--- config.mk ---
export PLATFORM = sky130hd
export DESIGN_NAME = rmc_mode_ctrl
export DESIGN_NICKNAME = d
export VERILOG_FILES = /design/src/logic/rmc_pkg.sv /design/src/logic/rmc_power_filter.sv /design/src/logic/rmc_mode_ctrl.sv
export SDC_FILE = /design/constraint.sdc
export NUM_CORES = 1
export LEC_CHECK = 0
export BUFFER_PORTS_ARGS = -buffer_cell sky130_fd_sc_hd__buf_2
export CAP_MARGIN = 10
export CORE_UTILIZATION = 36
export DETAILED_ROUTE_END_ITERATION = 8
export PLACE_DENSITY = 0.59
export RECOVER_POWER = 50
export SYNTH_ARGS = -nofsm -noshare
export SYNTH_HDL_FRONTEND = slang
export SYNTH_HIERARCHICAL = 1
export SYNTH_SLANG_ARGS = --single-unit
export TNS_END_PERCENT = 10
--- constraint.sdc ---
create_clock -name clk_sys -period 6.6 [get_ports clk_sys]
set_clock_uncertainty 0.2 [all_clocks]
set_input_delay 0.99 -clock clk_sys [delete_from_list [all_inputs] [get_ports clk_sys]]
set_output_delay 0.99 -clock clk_sys [all_outputs]
set_load 0.05 [all_outputs]
--- src/logic/rmc_pkg.sv ---
// package of constants, modes and carriers for the radio mode controller
package rmc_pkg;
	// system clock period
	localparam int unsigned CLK_PERIOD_NS = 25;
	// powerdown_to_standby_delay, least time
	localparam int unsigned T_PD2SB_NS = 1000;
	// standby_to_active_delay, also the direct tx/rx turnaround
	localparam int unsigned T_STBY2A_NS = 130000;
	// least persistence of the in-channel power detector
	localparam int unsigned T_RPD_NS = 40000;
	// longest stretch in transmit, synthesizer is open loop there
	localparam int unsigned T_TXMAX_NS = 4000000;
	// least times round up, longest times round down
	localparam int unsigned PD2SB_CYC = (T_PD2SB_NS + CLK_PERIOD_NS - 1) / CLK_PERIOD_NS;
	localparam int unsigned STBY2A_CYC = (T_STBY2A_NS + CLK_PERIOD_NS - 1) / CLK_PERIOD_NS;
	localparam int unsigned RPD_CYC = (T_RPD_NS + CLK_PERIOD_NS - 1) / CLK_PERIOD_NS;
	localparam int unsigned TXMAX_CYC = T_TXMAX_NS / CLK_PERIOD_NS;
	// counter widths
	localparam int unsigned CNT_W = 18;
	localparam int unsigned RPD_W = 11;
	// air_rate_select field codes
	localparam logic [1:0] RATE_SEL_1M = 2'h0;
	localparam logic [1:0] RATE_SEL_2M = 2'h1;
	localparam logic [1:0] RATE_SEL_250K = 2'h2;
	// operating modes, settling states included
	typedef enum logic [2:0] {
		MODE_PDOWN, MODE_WAKE, MODE_STBY1, MODE_STBY2,
		MODE_RXSET, MODE_TXSET, MODE_RX, MODE_TX
	} rmc_mode_e;
	// air data rate in use
	typedef enum logic [1:0] {AIR_1M, AIR_2M, AIR_250K} rmc_rate_e;
	typedef logic [CNT_W-1:0] rmc_cnt_t;
	// control bits from the host
	typedef struct packed {
		logic power_up_bit;
		logic primary_receive_select;
		logic chip_enable;
		logic select_n;
		logic auto_protocol_enable;
	} rmc_ctrl_s;
	// events and levels from the baseband engine
	typedef struct packed {
		logic tx_fifo_empty;
		logic tx_done;
		logic rx_packet_ok;
		logic rx_fifo_full;
		logic proto_switch;
	} rmc_bb_s;
	// status towards the host
	typedef struct packed {
		rmc_mode_e mode;
		logic received_power_flag;
		logic clk_buffers_on;
		logic synth_on;
		logic config_lost;
		logic spi_ready;
	} rmc_stat_s;
endpackage

--- src/logic/rmc_power_filter.sv ---
// received-power detector synchroniser and persistence filter
`timescale 1ns/10ps
module rmc_power_filter (
	input wire logic clk_sys,
	input wire logic reset,
	input wire logic enable,
	input wire logic detect_raw,
	output logic detect_ok
);
	// whole state of the filter
	typedef struct packed {
		logic sync1; // first stage, read only by sync2
		logic sync2;
		logic [rmc_pkg::RPD_W-1:0] run; // cycles of unbroken detection
		logic ok;
	} rmc_filt_s;

	rmc_filt_s r_reg;
	rmc_filt_s r_next;

	// count unbroken detection, drop at once on any gap or when disabled
	always_comb begin
		r_next = r_reg;
		r_next.sync1 = detect_raw;
		r_next.sync2 = r_reg.sync1;
		if (!enable || !r_reg.sync2) begin
			r_next.run = '0;
			r_next.ok = 1'b0;
		end else if (r_reg.run == rmc_pkg::RPD_W'(rmc_pkg::RPD_CYC - 1)) begin
			r_next.ok = 1'b1;
		end else begin
			r_next.run = r_reg.run + 1'b1;
		end
	end

	// state register
	always_ff @(posedge clk_sys) begin
		if (reset) begin
			r_reg <= '0;
		end else begin
			r_reg <= r_next;
		end
	end

	assign detect_ok = r_reg.ok;

	persist_len_a: assert property (
		@(posedge clk_sys) disable iff (reset)
		$rose(r_reg.ok) |-> $past(r_reg.sync2) && $past(enable)
			&& ($past(r_reg.run) == rmc_pkg::RPD_W'(rmc_pkg::RPD_CYC - 1)))
		else $error("power flag rose before full persistence");
endmodule

--- src/logic/rmc_mode_ctrl.sv ---
// operating-mode controller of the packet radio
`timescale 1ns/10ps
module rmc_mode_ctrl #(
	parameter int unsigned STBY2A_CYC = rmc_pkg::STBY2A_CYC, // settle, shorten in simulation
	parameter int unsigned TXMAX_CYC = rmc_pkg::TXMAX_CYC // transmit stretch limit
) (
	input wire logic clk_sys,
	input wire logic reset,
	input wire rmc_pkg::rmc_ctrl_s ctl,
	input wire rmc_pkg::rmc_bb_s bb,
	input wire logic xo_running,
	input wire logic regs_lost,
	input wire logic reconfig_done,
	input wire logic [1:0] air_rate_select,
	input wire logic detect_raw,
	output logic rx_store,
	output logic rx_drop,
	output logic tx_limit_hit,
	output rmc_pkg::rmc_rate_e air_rate,
	output rmc_pkg::rmc_stat_s stat
);
	// whole state of the controller
	typedef struct packed {
		rmc_pkg::rmc_mode_e mode;
		rmc_pkg::rmc_cnt_t cnt; // settling time counter
		rmc_pkg::rmc_cnt_t tx_run; // cycles spent in transmit this stretch
		logic ce_prev; // enable one cycle ago, for the falling edge
		logic cfg_lost; // registers lost, active modes barred
		logic rpd_flag;
		logic rpd_frozen; // flag latched until next receive entry
		logic rx_store;
		logic rx_drop;
		logic tx_limit;
		rmc_pkg::rmc_rate_e rate;
		logic buf_on; // clock buffers running
		logic synth; // synthesizer keyed
		logic spi_ok; // host access open
	} rmc_ctl_s;

	rmc_ctl_s r_reg;
	rmc_ctl_s r_next;
	logic rpd_live; // filtered detector, valid only in receive

	// settle counter has reached its last cycle
	function automatic logic rmc_settled(input rmc_pkg::rmc_cnt_t cnt,
		input int unsigned lim);
		rmc_settled = (cnt == rmc_pkg::CNT_W'(lim - 1));
	endfunction

	// decode the rate field; a reserved code keeps the rate in use
	function automatic rmc_pkg::rmc_rate_e rmc_rate(input logic [1:0] sel,
		input rmc_pkg::rmc_rate_e keep);
		unique case (sel)
			rmc_pkg::RATE_SEL_1M: rmc_rate = rmc_pkg::AIR_1M;
			rmc_pkg::RATE_SEL_2M: rmc_rate = rmc_pkg::AIR_2M;
			rmc_pkg::RATE_SEL_250K: rmc_rate = rmc_pkg::AIR_250K;
			default: rmc_rate = keep;
		endcase
	endfunction

	// detector is only armed in receive, so the 130 us settle comes first
	rmc_power_filter u_filter (
		.clk_sys(clk_sys),
		.reset(reset),
		.enable(r_reg.mode == rmc_pkg::MODE_RX),
		.detect_raw(detect_raw),
		.detect_ok(rpd_live)
	);

	// mode sequencing and flags
	always_comb begin
		logic ce_fall;
		logic bar;
		ce_fall = r_reg.ce_prev & ~ctl.chip_enable;
		bar = r_reg.cfg_lost | regs_lost;
		r_next = r_reg;
		r_next.ce_prev = ctl.chip_enable;
		r_next.rx_store = 1'b0;
		r_next.rx_drop = 1'b0;
		r_next.tx_limit = 1'b0;
		// loss sets, host clears; a loss in the same cycle wins
		if (regs_lost) begin
			r_next.cfg_lost = 1'b1;
		end else if (reconfig_done) begin
			r_next.cfg_lost = 1'b0;
		end
		unique case (r_reg.mode)
			rmc_pkg::MODE_PDOWN: begin
				// the wake delay only holds with the oscillator running
				if (ctl.power_up_bit && xo_running) begin
					r_next.mode = rmc_pkg::MODE_WAKE;
					r_next.cnt = '0;
				end
			end
			rmc_pkg::MODE_WAKE: begin
				if (rmc_settled(r_reg.cnt, rmc_pkg::PD2SB_CYC)) begin
					r_next.mode = rmc_pkg::MODE_STBY1;
				end else begin
					r_next.cnt = r_reg.cnt + 1'b1;
				end
			end
			rmc_pkg::MODE_STBY1: begin
				// registers stay untouched here, host access stays open
				if (ctl.chip_enable && !bar) begin
					r_next.cnt = '0;
					if (ctl.primary_receive_select) begin
						r_next.mode = rmc_pkg::MODE_RXSET;
					end else if (!bb.tx_fifo_empty) begin
						r_next.mode = rmc_pkg::MODE_TXSET;
					end else begin
						r_next.mode = rmc_pkg::MODE_STBY2;
					end
				end
			end
			rmc_pkg::MODE_STBY2: begin
				r_next.cnt = '0;
				if (!ctl.chip_enable || bar) begin
					r_next.mode = rmc_pkg::MODE_STBY1;
				end else if (ctl.primary_receive_select) begin
					r_next.mode = rmc_pkg::MODE_RXSET;
				end else if (!bb.tx_fifo_empty && ctl.select_n) begin
					// wait for the upload to finish before keying the synthesizer
					r_next.mode = rmc_pkg::MODE_TXSET;
				end
			end
			rmc_pkg::MODE_RXSET: begin
				if (!ctl.chip_enable) begin
					r_next.mode = rmc_pkg::MODE_STBY1;
				end else if (rmc_settled(r_reg.cnt, STBY2A_CYC)) begin
					r_next.mode = rmc_pkg::MODE_RX;
				end else begin
					r_next.cnt = r_reg.cnt + 1'b1;
				end
			end
			rmc_pkg::MODE_TXSET: begin
				// enable may already be low: a pulse still sends one packet
				r_next.tx_run = '0;
				if (rmc_settled(r_reg.cnt, STBY2A_CYC)) begin
					r_next.mode = rmc_pkg::MODE_TX;
				end else begin
					r_next.cnt = r_reg.cnt + 1'b1;
				end
			end
			rmc_pkg::MODE_RX: begin
				// leave only on host request or protocol turnaround
				r_next.cnt = '0;
				if (!ctl.chip_enable) begin
					r_next.mode = rmc_pkg::MODE_STBY1;
				end else if (ctl.auto_protocol_enable && bb.proto_switch) begin
					r_next.mode = rmc_pkg::MODE_TXSET;
				end
			end
			rmc_pkg::MODE_TX: begin
				r_next.cnt = '0;
				r_next.tx_run = r_reg.tx_run + 1'b1;
				if (rmc_settled(r_reg.tx_run, TXMAX_CYC)) begin
					// cut the stretch: an open-loop synthesizer drifts off channel
					r_next.mode = rmc_pkg::MODE_STBY1;
					r_next.tx_limit = 1'b1;
				end else if (bb.tx_done) begin
					if (!ctl.chip_enable) begin
						r_next.mode = rmc_pkg::MODE_STBY1;
					end else if (ctl.auto_protocol_enable && bb.proto_switch) begin
						r_next.mode = rmc_pkg::MODE_RXSET;
					end else if (ctl.primary_receive_select) begin
						r_next.mode = rmc_pkg::MODE_RXSET;
					end else if (!bb.tx_fifo_empty) begin
						r_next.mode = rmc_pkg::MODE_TX;
					end else begin
						r_next.mode = rmc_pkg::MODE_STBY2;
					end
				end
			end
		endcase
		// power-down and register loss override every mode
		if (!ctl.power_up_bit || regs_lost) begin
			r_next.mode = rmc_pkg::MODE_PDOWN;
			r_next.cnt = '0;
		end
		// rate is picked up only while no packet is on air
		if (r_next.mode != rmc_pkg::MODE_RX && r_next.mode != rmc_pkg::MODE_TX) begin
			r_next.rate = rmc_rate(air_rate_select, r_reg.rate);
		end
		// status decode is registered so that every output leaves on a flop
		r_next.buf_on = r_next.mode inside {rmc_pkg::MODE_STBY2, rmc_pkg::MODE_RXSET,
			rmc_pkg::MODE_TXSET, rmc_pkg::MODE_RX, rmc_pkg::MODE_TX};
		r_next.synth = r_next.mode inside {rmc_pkg::MODE_RXSET, rmc_pkg::MODE_TXSET,
			rmc_pkg::MODE_RX, rmc_pkg::MODE_TX};
		r_next.spi_ok = 1'b1;
		// receive path: store or drop a validated packet
		if (r_reg.mode == rmc_pkg::MODE_RX && bb.rx_packet_ok) begin
			r_next.rx_store = ~bb.rx_fifo_full;
			r_next.rx_drop = bb.rx_fifo_full;
		end
		// power flag tracks the filter until a packet or enable fall latches it
		if (r_reg.mode == rmc_pkg::MODE_RXSET) begin
			r_next.rpd_frozen = 1'b0;
		end else if (r_reg.mode == rmc_pkg::MODE_RX && !r_reg.rpd_frozen) begin
			r_next.rpd_flag = rpd_live;
			if (bb.rx_packet_ok || ce_fall) begin
				r_next.rpd_frozen = 1'b1;
			end
		end
	end

	// state register
	always_ff @(posedge clk_sys) begin
		if (reset) begin
			r_reg.mode <= rmc_pkg::MODE_PDOWN;
			r_reg.cnt <= '0;
			r_reg.tx_run <= '0;
			r_reg.ce_prev <= 1'b0;
			r_reg.cfg_lost <= 1'b0;
			r_reg.rpd_flag <= 1'b0;
			r_reg.rpd_frozen <= 1'b0;
			r_reg.rx_store <= 1'b0;
			r_reg.rx_drop <= 1'b0;
			r_reg.tx_limit <= 1'b0;
			r_reg.rate <= rmc_pkg::AIR_1M;
			r_reg.buf_on <= 1'b0;
			r_reg.synth <= 1'b0;
			r_reg.spi_ok <= 1'b1; // host access stays open through reset
		end else begin
			r_reg <= r_next;
		end
	end

	// outputs straight from state flip-flops
	assign rx_store = r_reg.rx_store;
	assign rx_drop = r_reg.rx_drop;
	assign tx_limit_hit = r_reg.tx_limit;
	assign air_rate = r_reg.rate;
	assign stat.mode = r_reg.mode;
	assign stat.received_power_flag = r_reg.rpd_flag;
	// clock buffers run in clocked standby and beyond
	assign stat.clk_buffers_on = r_reg.buf_on;
	assign stat.synth_on = r_reg.synth;
	assign stat.config_lost = r_reg.cfg_lost;
	// host access is open in every mode, power down included
	assign stat.spi_ready = r_reg.spi_ok;

	// checks
	reset_pdown_a: assert property (
		@(posedge clk_sys) $fell(reset) |-> r_reg.mode == rmc_pkg::MODE_PDOWN)
		else $error("not in power down after reset");

	pu_low_pdown_a: assert property (
		@(posedge clk_sys) disable iff (reset)
		!ctl.power_up_bit |=> r_reg.mode == rmc_pkg::MODE_PDOWN)
		else $error("power-up low did not reach power down");

	wake_len_a: assert property (
		@(posedge clk_sys) disable iff (reset)
		$past(r_reg.mode) == rmc_pkg::MODE_WAKE && r_reg.mode == rmc_pkg::MODE_STBY1
		|-> $past(r_reg.cnt) == rmc_pkg::CNT_W'(rmc_pkg::PD2SB_CYC - 1))
		else $error("wake delay wrong length");

	ce_low_a: assert property (
		@(posedge clk_sys) disable iff (reset)
		r_reg.mode inside {rmc_pkg::MODE_RX, rmc_pkg::MODE_RXSET}
		&& !ctl.chip_enable && ctl.power_up_bit && !regs_lost
		|=> r_reg.mode == rmc_pkg::MODE_STBY1)
		else $error("receive held without enable");

	stby2_entry_a: assert property (
		@(posedge clk_sys) disable iff (reset)
		r_reg.mode == rmc_pkg::MODE_STBY1 && ctl.chip_enable && ctl.power_up_bit
		&& !ctl.primary_receive_select && bb.tx_fifo_empty && !r_reg.cfg_lost && !regs_lost
		|=> r_reg.mode == rmc_pkg::MODE_STBY2)
		else $error("clocked standby not entered");

	settle_len_a: assert property (
		@(posedge clk_sys) disable iff (reset)
		$past(r_reg.mode) inside {rmc_pkg::MODE_TXSET, rmc_pkg::MODE_RXSET}
		&& r_reg.mode inside {rmc_pkg::MODE_TX, rmc_pkg::MODE_RX}
		|-> $past(r_reg.cnt) == rmc_pkg::CNT_W'(STBY2A_CYC - 1))
		else $error("settling delay wrong length");

	rx_entry_a: assert property (
		@(posedge clk_sys) disable iff (reset)
		$rose(r_reg.mode == rmc_pkg::MODE_RXSET) && !$past(r_reg.mode == rmc_pkg::MODE_TX)
		&& !$past(ctl.auto_protocol_enable)
		|-> $past(ctl.power_up_bit && ctl.primary_receive_select && ctl.chip_enable))
		else $error("receive entered without its three bits");

	rx_full_a: assert property (
		@(posedge clk_sys) disable iff (reset)
		r_reg.mode == rmc_pkg::MODE_RX && bb.rx_packet_ok
		|=> rx_drop == $past(bb.rx_fifo_full) && rx_store == !$past(bb.rx_fifo_full))
		else $error("receive store or drop wrong");

	tx_limit_a: assert property (
		@(posedge clk_sys) disable iff (reset)
		r_reg.mode == rmc_pkg::MODE_TX |-> r_reg.tx_run < rmc_pkg::CNT_W'(TXMAX_CYC))
		else $error("transmit stretch over limit");

	select_gate_a: assert property (
		@(posedge clk_sys) disable iff (reset)
		r_reg.mode == rmc_pkg::MODE_STBY2 && !ctl.select_n
		|=> r_reg.mode != rmc_pkg::MODE_TXSET)
		else $error("transmit started while select low");

	rpd_hold_a: assert property (
		@(posedge clk_sys) disable iff (reset)
		r_reg.rpd_frozen && r_reg.mode != rmc_pkg::MODE_RXSET
		|=> $stable(r_reg.rpd_flag))
		else $error("latched power flag moved");

	rx_reach_c: cover property (@(posedge clk_sys) disable iff (reset)
		r_reg.mode == rmc_pkg::MODE_RX);
	tx_stby2_c: cover property (@(posedge clk_sys) disable iff (reset)
		r_reg.mode == rmc_pkg::MODE_TX ##1 r_reg.mode == rmc_pkg::MODE_STBY2);
	tx_cut_c: cover property (@(posedge clk_sys) disable iff (reset) r_reg.tx_limit);
	rx_drop_c: cover property (@(posedge clk_sys) disable iff (reset) r_reg.rx_drop);
endmodule

==> flow_summary.json, run 1 <==
{
  "pin_count": 31,
  "hold_viol": 0,
  "critical_path.endpoint_type": "register",
  "die_x_um": 100,
  "drc": 0,
  "hold_path.class": "register to register",
  "path_buf_inv": 0,
  "vias_per_cell": 5.42,
  "gp_congestion": 0.801,
  "crit_family": "compound AO/OA/AOI/OAI gates",
  "cp.arrival_ns": 3.02,
  "switchingPower_uw": 196,
  "grt_usage_pct": 17.6,
  "route.met3.wl_um": 356,
  "postLayoutCellArea_um2": 3870,
  "rsz0062_at_grt": "false",
  "switching_share_pct": 23.0,
  "seq_power_share_pct": 45.8,
  "setup_viol": 0,
  "cellLeakagePower_uw": 0.00134,
  "ctsResizeCount": 0,
  "nets": 479,
  "synth.net_count": 470,
  "place_area_um2": 3630,
  "ff2ff_setup_slack_ns": 3.64,
  "outcome": "finished, final reports clean",
  "power_density_nw_per_um2": 220,
  "cts_buffers": 9,
  "clock_latency_ns": 0.35,
  "cts_buffer_depth": 2,
  "area.sequential_um2": 1280,
  "dr.max_layer_used": "met4",
  "min_from": "u_filter/r_next[12]",
  "tightest_slew_ns": 1.45,
  "p_int_uw": 654,
  "globalRoute.totalOverflow": 0,
  "slowest_stage": "a311oi_2",
  "syn2layout_area_growth_pct": 10.8,
  "hold_buffers": 0,
  "grt_pass1_vias": 2971,
  "timing.rr.end": "r_reg[33]",
  "slew_viol_final": 0,
  "start_util_pct": 37.4,
  "largest_reg_flops": 38,
  "cp_cell_sequence": "nand2_1 > a311oi_2 > a21oi_1 > a311oi_1",
  "ys_types": 62,
  "drive_above_1_share_pct": 13.0,
  "met1_length_mm": 3.99,
  "final.setup.tns_ns": 0,
  "diodes": 0,
  "grt_max_degree": 35,
  "std_cell_rows": 35,
  "startpoint_type": "register",
  "postRouteAntennaNets": 0,
  "cts_tree": "yes",
  "synth-seq-area-share_pct": 36.7,
  "grt_first_pass_wirelength_mm": 14.1,
  "crit_required_ns": 6.66,
  "wl_met2_mm": 3.86,
  "hold_depth": 1,
  "cap_violations": 0,
  "core_um2": 9330,
  "layout_common_cells": "dfxtp_1, nor2_1, a21oi_1",
  "slew_headroom_pct": 3.59,
  "r2r_cells": 4,
  "h-tree-depth": 3,
  "max_freq_mhz": 337,
  "synth_ff_type": "dfxtp_1",
  "synth_warnings": 6,
  "synth-edff-count": 0,
  "cts_root_buf": "clkbuf_8",
  "r2r_start": "stat[5]",
  "min_period_over_period_pct": 44.9,
  "drt-total-wl_mm": 8.36,
  "die-height_um": 100,
  "avgSynthCellArea_um2": 7.77,
  "drtPass1Iterations": 4,
  "antenna_found_initial": 0,
  "whs_endpoint": "u_filter/r_reg[12]",
  "synth_cells": 449,
  "post-dp-hpwl_mm": 5.76,
  "max_stage_delay_ns": 1.06,
  "fillers": 952,
  "async_flop_share_pct": 0,
  "ir_drop_mv": 0.0831,
  "clk_pin_slew_ns": 0.08,
  "cp.depth": 4,
  "period_needed_ns": 2.96,
  "clock-sinks": 64,
  "power_frac_clock_pct": 50.3,
  "io_buffers": 29,
  "synthesis.area_um2": 3490,
  "drt_iter0_drc": 145,
  "combPwrFrac_pct": 3.9,
  "synth_seq_cells": 64,
  "wire_per_inst_um": 14.1,
  "multiInputGateArea_um2": 2000,
  "dieArea_um2": 10100,
  "critical_path_class": "register to register",
  "layout.cells.most_common": "dfxtp_1",
  "cts_setup_buffers": 0,
  "worst-path-max-fanout": 20,
  "vias": 3209
}
==> stage by stage <==
| step | worst slack, ns | power (uW) | cells | hold WS [ns] | utilization (%) |
|---|---|---|---|---|---|
| 2_1_floorplan | 4.03 | 421 | 449 | 0.214 | - |
| 3_3_place_gp | 3.62 | 432 | 576 | 0.224 | 38.9 |
| 3_5_place_dp | 3.54 | 432 | 576 | 0.226 | 38.9 |
| 4_1_cts | 3.61 | 861 | 592 | 0.257 | 41.6 |
| 5_1_grt | 3.36 | 885 | 592 | 0.292 | 41.4 |
| 6_report | 3.64 | 850 | 592 | 0.246 | 41.4 |
==> worst max-delay path by stage <==
stage                              to  slack [ns]  startpoint
after floorplan           air_rate[0]        4.03   regs_lost
after global placement    air_rate[0]        3.62   regs_lost
after CTS                   r_reg[44]        3.61     stat[5]
after global routing      air_rate[1]        3.36       reset
final                       r_reg[33]        3.64     stat[5]
after detailed placement  air_rate[0]        3.54   regs_lost
==> synthesized netlist by cell type (8+ instances only) <==
master / count / share of area, %
a211oi_1: 10 / 2.2
a21oi_1: 44 / 6.3
and3_1: 8 / 1.4
buf_4: 12 / 2.6
clkbuf_1: 13 / 1.4
dfxtp_1: 64 / 37
inv_1: 8 / 0.86
nand2_1: 36 / 3.9
nand3_1: 17 / 2.4
nand4_1: 13 / 2.3
nor2_1: 63 / 6.8
nor2b_1: 8 / 1.4
nor3_1: 21 / 3.0
o21ai_0: 20 / 2.9
==> routing by layer <==
metal,vias to the layer above,GRT usage (%)
met5,-,0
met1,1505,23.1
met3,8,3.54
met4,0,7.02
li1,1632,-
met2,64,28.3
==> layout make-up <==
cell class,count,share of cell area (%)
Tap cell,129,4.17
Inverter,8,0.777
Clock inverter,7,3.24
Timing Repair Buffer,31,3.85
Sequential cell,64,33.1
Clock buffer,9,3.20
Multi-Input combinational cell,344,51.6
==> power groups by stage <==
| stage | Clock [uW] | Sequential [uW] | Combinational, uW |
|---|---|---|---|
| finish | 427 | 389 | 33.6 |
| CTS | 438 | 389 | 33.9 |
| detailed placement | 0 | 398 | 33.8 |
| floorplan | 0 | 397 | 24.3 |
| global placement | 0 | 398 | 33.8 |
| global route | 458 | 389 | 37.5 |
==> cell families (layout without fill, tap and decap cells) <==
group | after synthesis | count (layout) | share of synthesized area (%)
AOI/OAI and AO/OA | 108 | 108 | 19.2
buffers and inverters | 41 | 55 | 6.13
and+or+nand+nor | 219 | 219 | 33.1
xor gates and xnor gates | 7 | 7 | 1.76
adders and majority gates | 3 | 3 | 1.08
muxes | 6 | 6 | 1.86
DFF | 64 | 64 | 36.7
other | 1 | 1 | 0.107
(Power assumes the default switching activity.)
==> run 2: changes to the inputs <==
Settings changed: ABC_AREA from default to 1.
Clock period 6.6 ns to 3 ns, I/O delays scaled along.
==> run 2 against run 1 <==
  * Area after synthesis up 6.1%
  * Non-clock buffer count unchanged
  * Die area up 6.0%
  * Cell area up 6.8%
  * Flip-flop and latch count unchanged
  * Sequential power up 120%
  * Register-to-register slack worse by 3.0 ns
  * Wire length up 12%
  * Highest routed layer unchanged
  * Sequential share of layout area down 2.1 points
  * Largest power group unchanged
  * Worst hold slack worse by 0.17 ns
==> flow_summary.json, run 2 <==
{
  "outcome": "finished, final reports clean",
  "dieArea_um2": 10700,
  "synth.top_cell.area_share_pct": 34.6,
  "cp_cell_sequence": "nand3_1 > inv_1 > nand2_1 > nor3_1 > inv_2 > nor2_1 > a21oi_1 > a211oi_1",
  "pin_count": 31,
  "place_area_um2": 3910,
  "largest_reg_flops": 38,
  "netlist_top_cells_area": "dfxtp_1, nand2_1, inv_1",
  "syn2layout_area_growth_pct": 11.4,
  "cp.arrival_ns": 2.48,
  "drc": 0,
  "post-dp-hpwl_mm": 6.92,
  "nets": 617,
  "cap_violations": 0,
  "min_from": "bb[1]",
  "clk_pin_slew_ns": 0.07,
  "crit_start": "stat[6]",
  "synth_cells": 573,
  "ctsResizeCount": 0,
  "drive_above_1_share_pct": 8.99,
  "synth-edff-count": 0,
  "hold_viol": 0,
  "worst-path-max-fanout": 18,
  "cts_tree": "yes",
  "ys_types": 45,
  "grt_usage_pct": 19.1,
  "antenna_found_initial": 0,
  "die_x_um": 103,
  "layout.cells.most_common": "nand2_1",
  "postRouteAntennaNets": 0,
  "wire_per_inst_um": 12.8,
  "cellLeakagePower_uw": 0.00158,
  "gp_congestion": 0.876,
  "drt_iter0_drc": 265,
  "clock_latency_ns": 0.35,
  "std_cell_rows": 36,
  "synth.net_count": 594,
  "critical_path.endpoint_type": "register",
  "max_freq_mhz": 415,
  "io_buffers": 29,
  "power_uw": 1860,
  "cts_setup_buffers": 0,
  "hold_buffers": 0,
  "synth_largest_area_cell": "dfxtp_1",
  "area.sequential_um2": 1280,
  "multiInputGateArea_um2": 1970,
  "crit_family": "simple AND/OR/NAND/NOR gates",
  "drt-total-wl_mm": 9.37,
  "tightest_slew_ns": 0.778,
  "synth_common_cells": "nand2_1, inv_1, dfxtp_1",
  "r2r_start": "stat[6]",
  "ir_drop_mv": 0.200,
  "vias": 3703,
  "globalRoute.totalOverflow": 0,
  "critical_path_class": "register to register",
  "die-height_um": 103,
  "async_flop_share_pct": 0,
  "max_stage_delay_ns": 0.57,
  "hold_path.class": "input pin to register",
  "synth_seq_cells": 64,
  "postLayoutCellArea_um2": 4130,
  "vias_per_cell": 5.04,
  "grt_max_degree": 19,
  "synth_ff_type": "dfxtp_1",
  "slew_headroom_pct": 48.1,
  "drtPass1Iterations": 5,
  "final.setup.tns_ns": 0,
  "h-tree-depth": 3,
  "start_util_pct": 37.6,
  "diodes": 0,
  "min_period_over_period_pct": 80.4,
  "cts_buffer_depth": 2,
  "cts_buffers": 9,
  "fillers": 1046,
  "slew_viol_final": 0,
  "rsz0062_at_grt": "false",
  "crit_required_ns": 3.07,
  "setup_viol": 0,
  "synth-seq-area-share_pct": 34.6,
  "grt_first_pass_wirelength_mm": 15.7,
  "clock-sinks": 64,
  "startpoint_type": "register",
  "path_buf_inv": 2,
  "avgSynthCellArea_um2": 6.47,
  "period_needed_ns": 2.41,
  "grt_pass1_vias": 3361,
  "power_density_nw_per_um2": 451,
  "slowest_stage": "dfxtp_1",
  "layout_common_cells": "nand2_1, inv_1, nor2_1, dfxtp_1, nand3_1",
  "synthesis.area_um2": 3700,
  "yosysMostFrequentCell": "nand2_1",
  "cts_root_buf": "clkbuf_8",
  "core_um2": 9860,
  "synth_warnings": 6
}
## run 2: cell types whose count changed after synthesis, moves of 8 or more
cell,before,now
nor2b_1,8,0
nand2_1,36,141
clkbuf_1,13,4
inv_1,8,77
inv_2,0,8
nand3_1,17,46
## run 2: cells by family (layout without fill, tap and decap cells)
| group | Yosys count | count (layout) | synth area share [%] |
|---|---|---|---|
| AND/OR/NAND/NOR | 300 | 300 | 35.8 |
| buffers and inverters | 105 | 133 | 12.0 |
| AO/OA/AOI/OAI | 95 | 95 | 15.4 |
| flip-flops | 64 | 64 | 34.6 |
| XOR/XNOR | 5 | 5 | 1.18 |
| adder cells (fa/ha/maj) | 3 | 3 | 1.01 |
| other | 1 | 1 | 0.101 |
## run 2: layout make-up
| class | count | share of cell area, % |
|---|---|---|
| clock buffers | 11 | 3.42 |
| clock inverters | 5 | 2.52 |
| inverters | 86 | 7.82 |
| multi-input cells | 404 | 47.8 |
| flip-flops and latches | 64 | 31.0 |
| well taps | 133 | 4.03 |
| repair buffers | 31 | 3.39 |
## run 2: path summary, 6_finish.rpt
check,to,slack (ns),cells past startpoint
worst max-delay path,r_reg[24],0.59,8
worst min-delay path,rx_store,0.07,2
worst max register to register,r_reg[24],0.59,8
worst min register to register,u_filter/r_reg[12],0.20,2
## run 2: layer usage
layer | global-route usage (%) | up-vias | wire (um)
li1 | - | 1914 | -
met1 | 26.8 | 1672 | 4830
met2 | 28.4 | 105 | 3930
met3 | 4.77 | 12 | 476
met4 | 6.18 | 0 | 126
met5 | 0 | - | 0
## run 2: power breakdown
part	switching (uW)	total, uW	internal [uW]
logic	61.5	85.1	23.6
registers	2.64	856	853
clock network	348	923	575
total	412	1860	1450
## run 2: metrics by stage
step	setup slack, ns	instances	hold slack (ns)	util [%]
after global routing	0.276	734	0.0656	41.9
final	0.589	734	0.0719	41.9
after detailed placement	0.622	718	0.193	39.6
after CTS	0.603	734	0.0555	42.1
after global placement	0.673	718	0.195	39.6
after floorplan	1.23	573	0.188	-
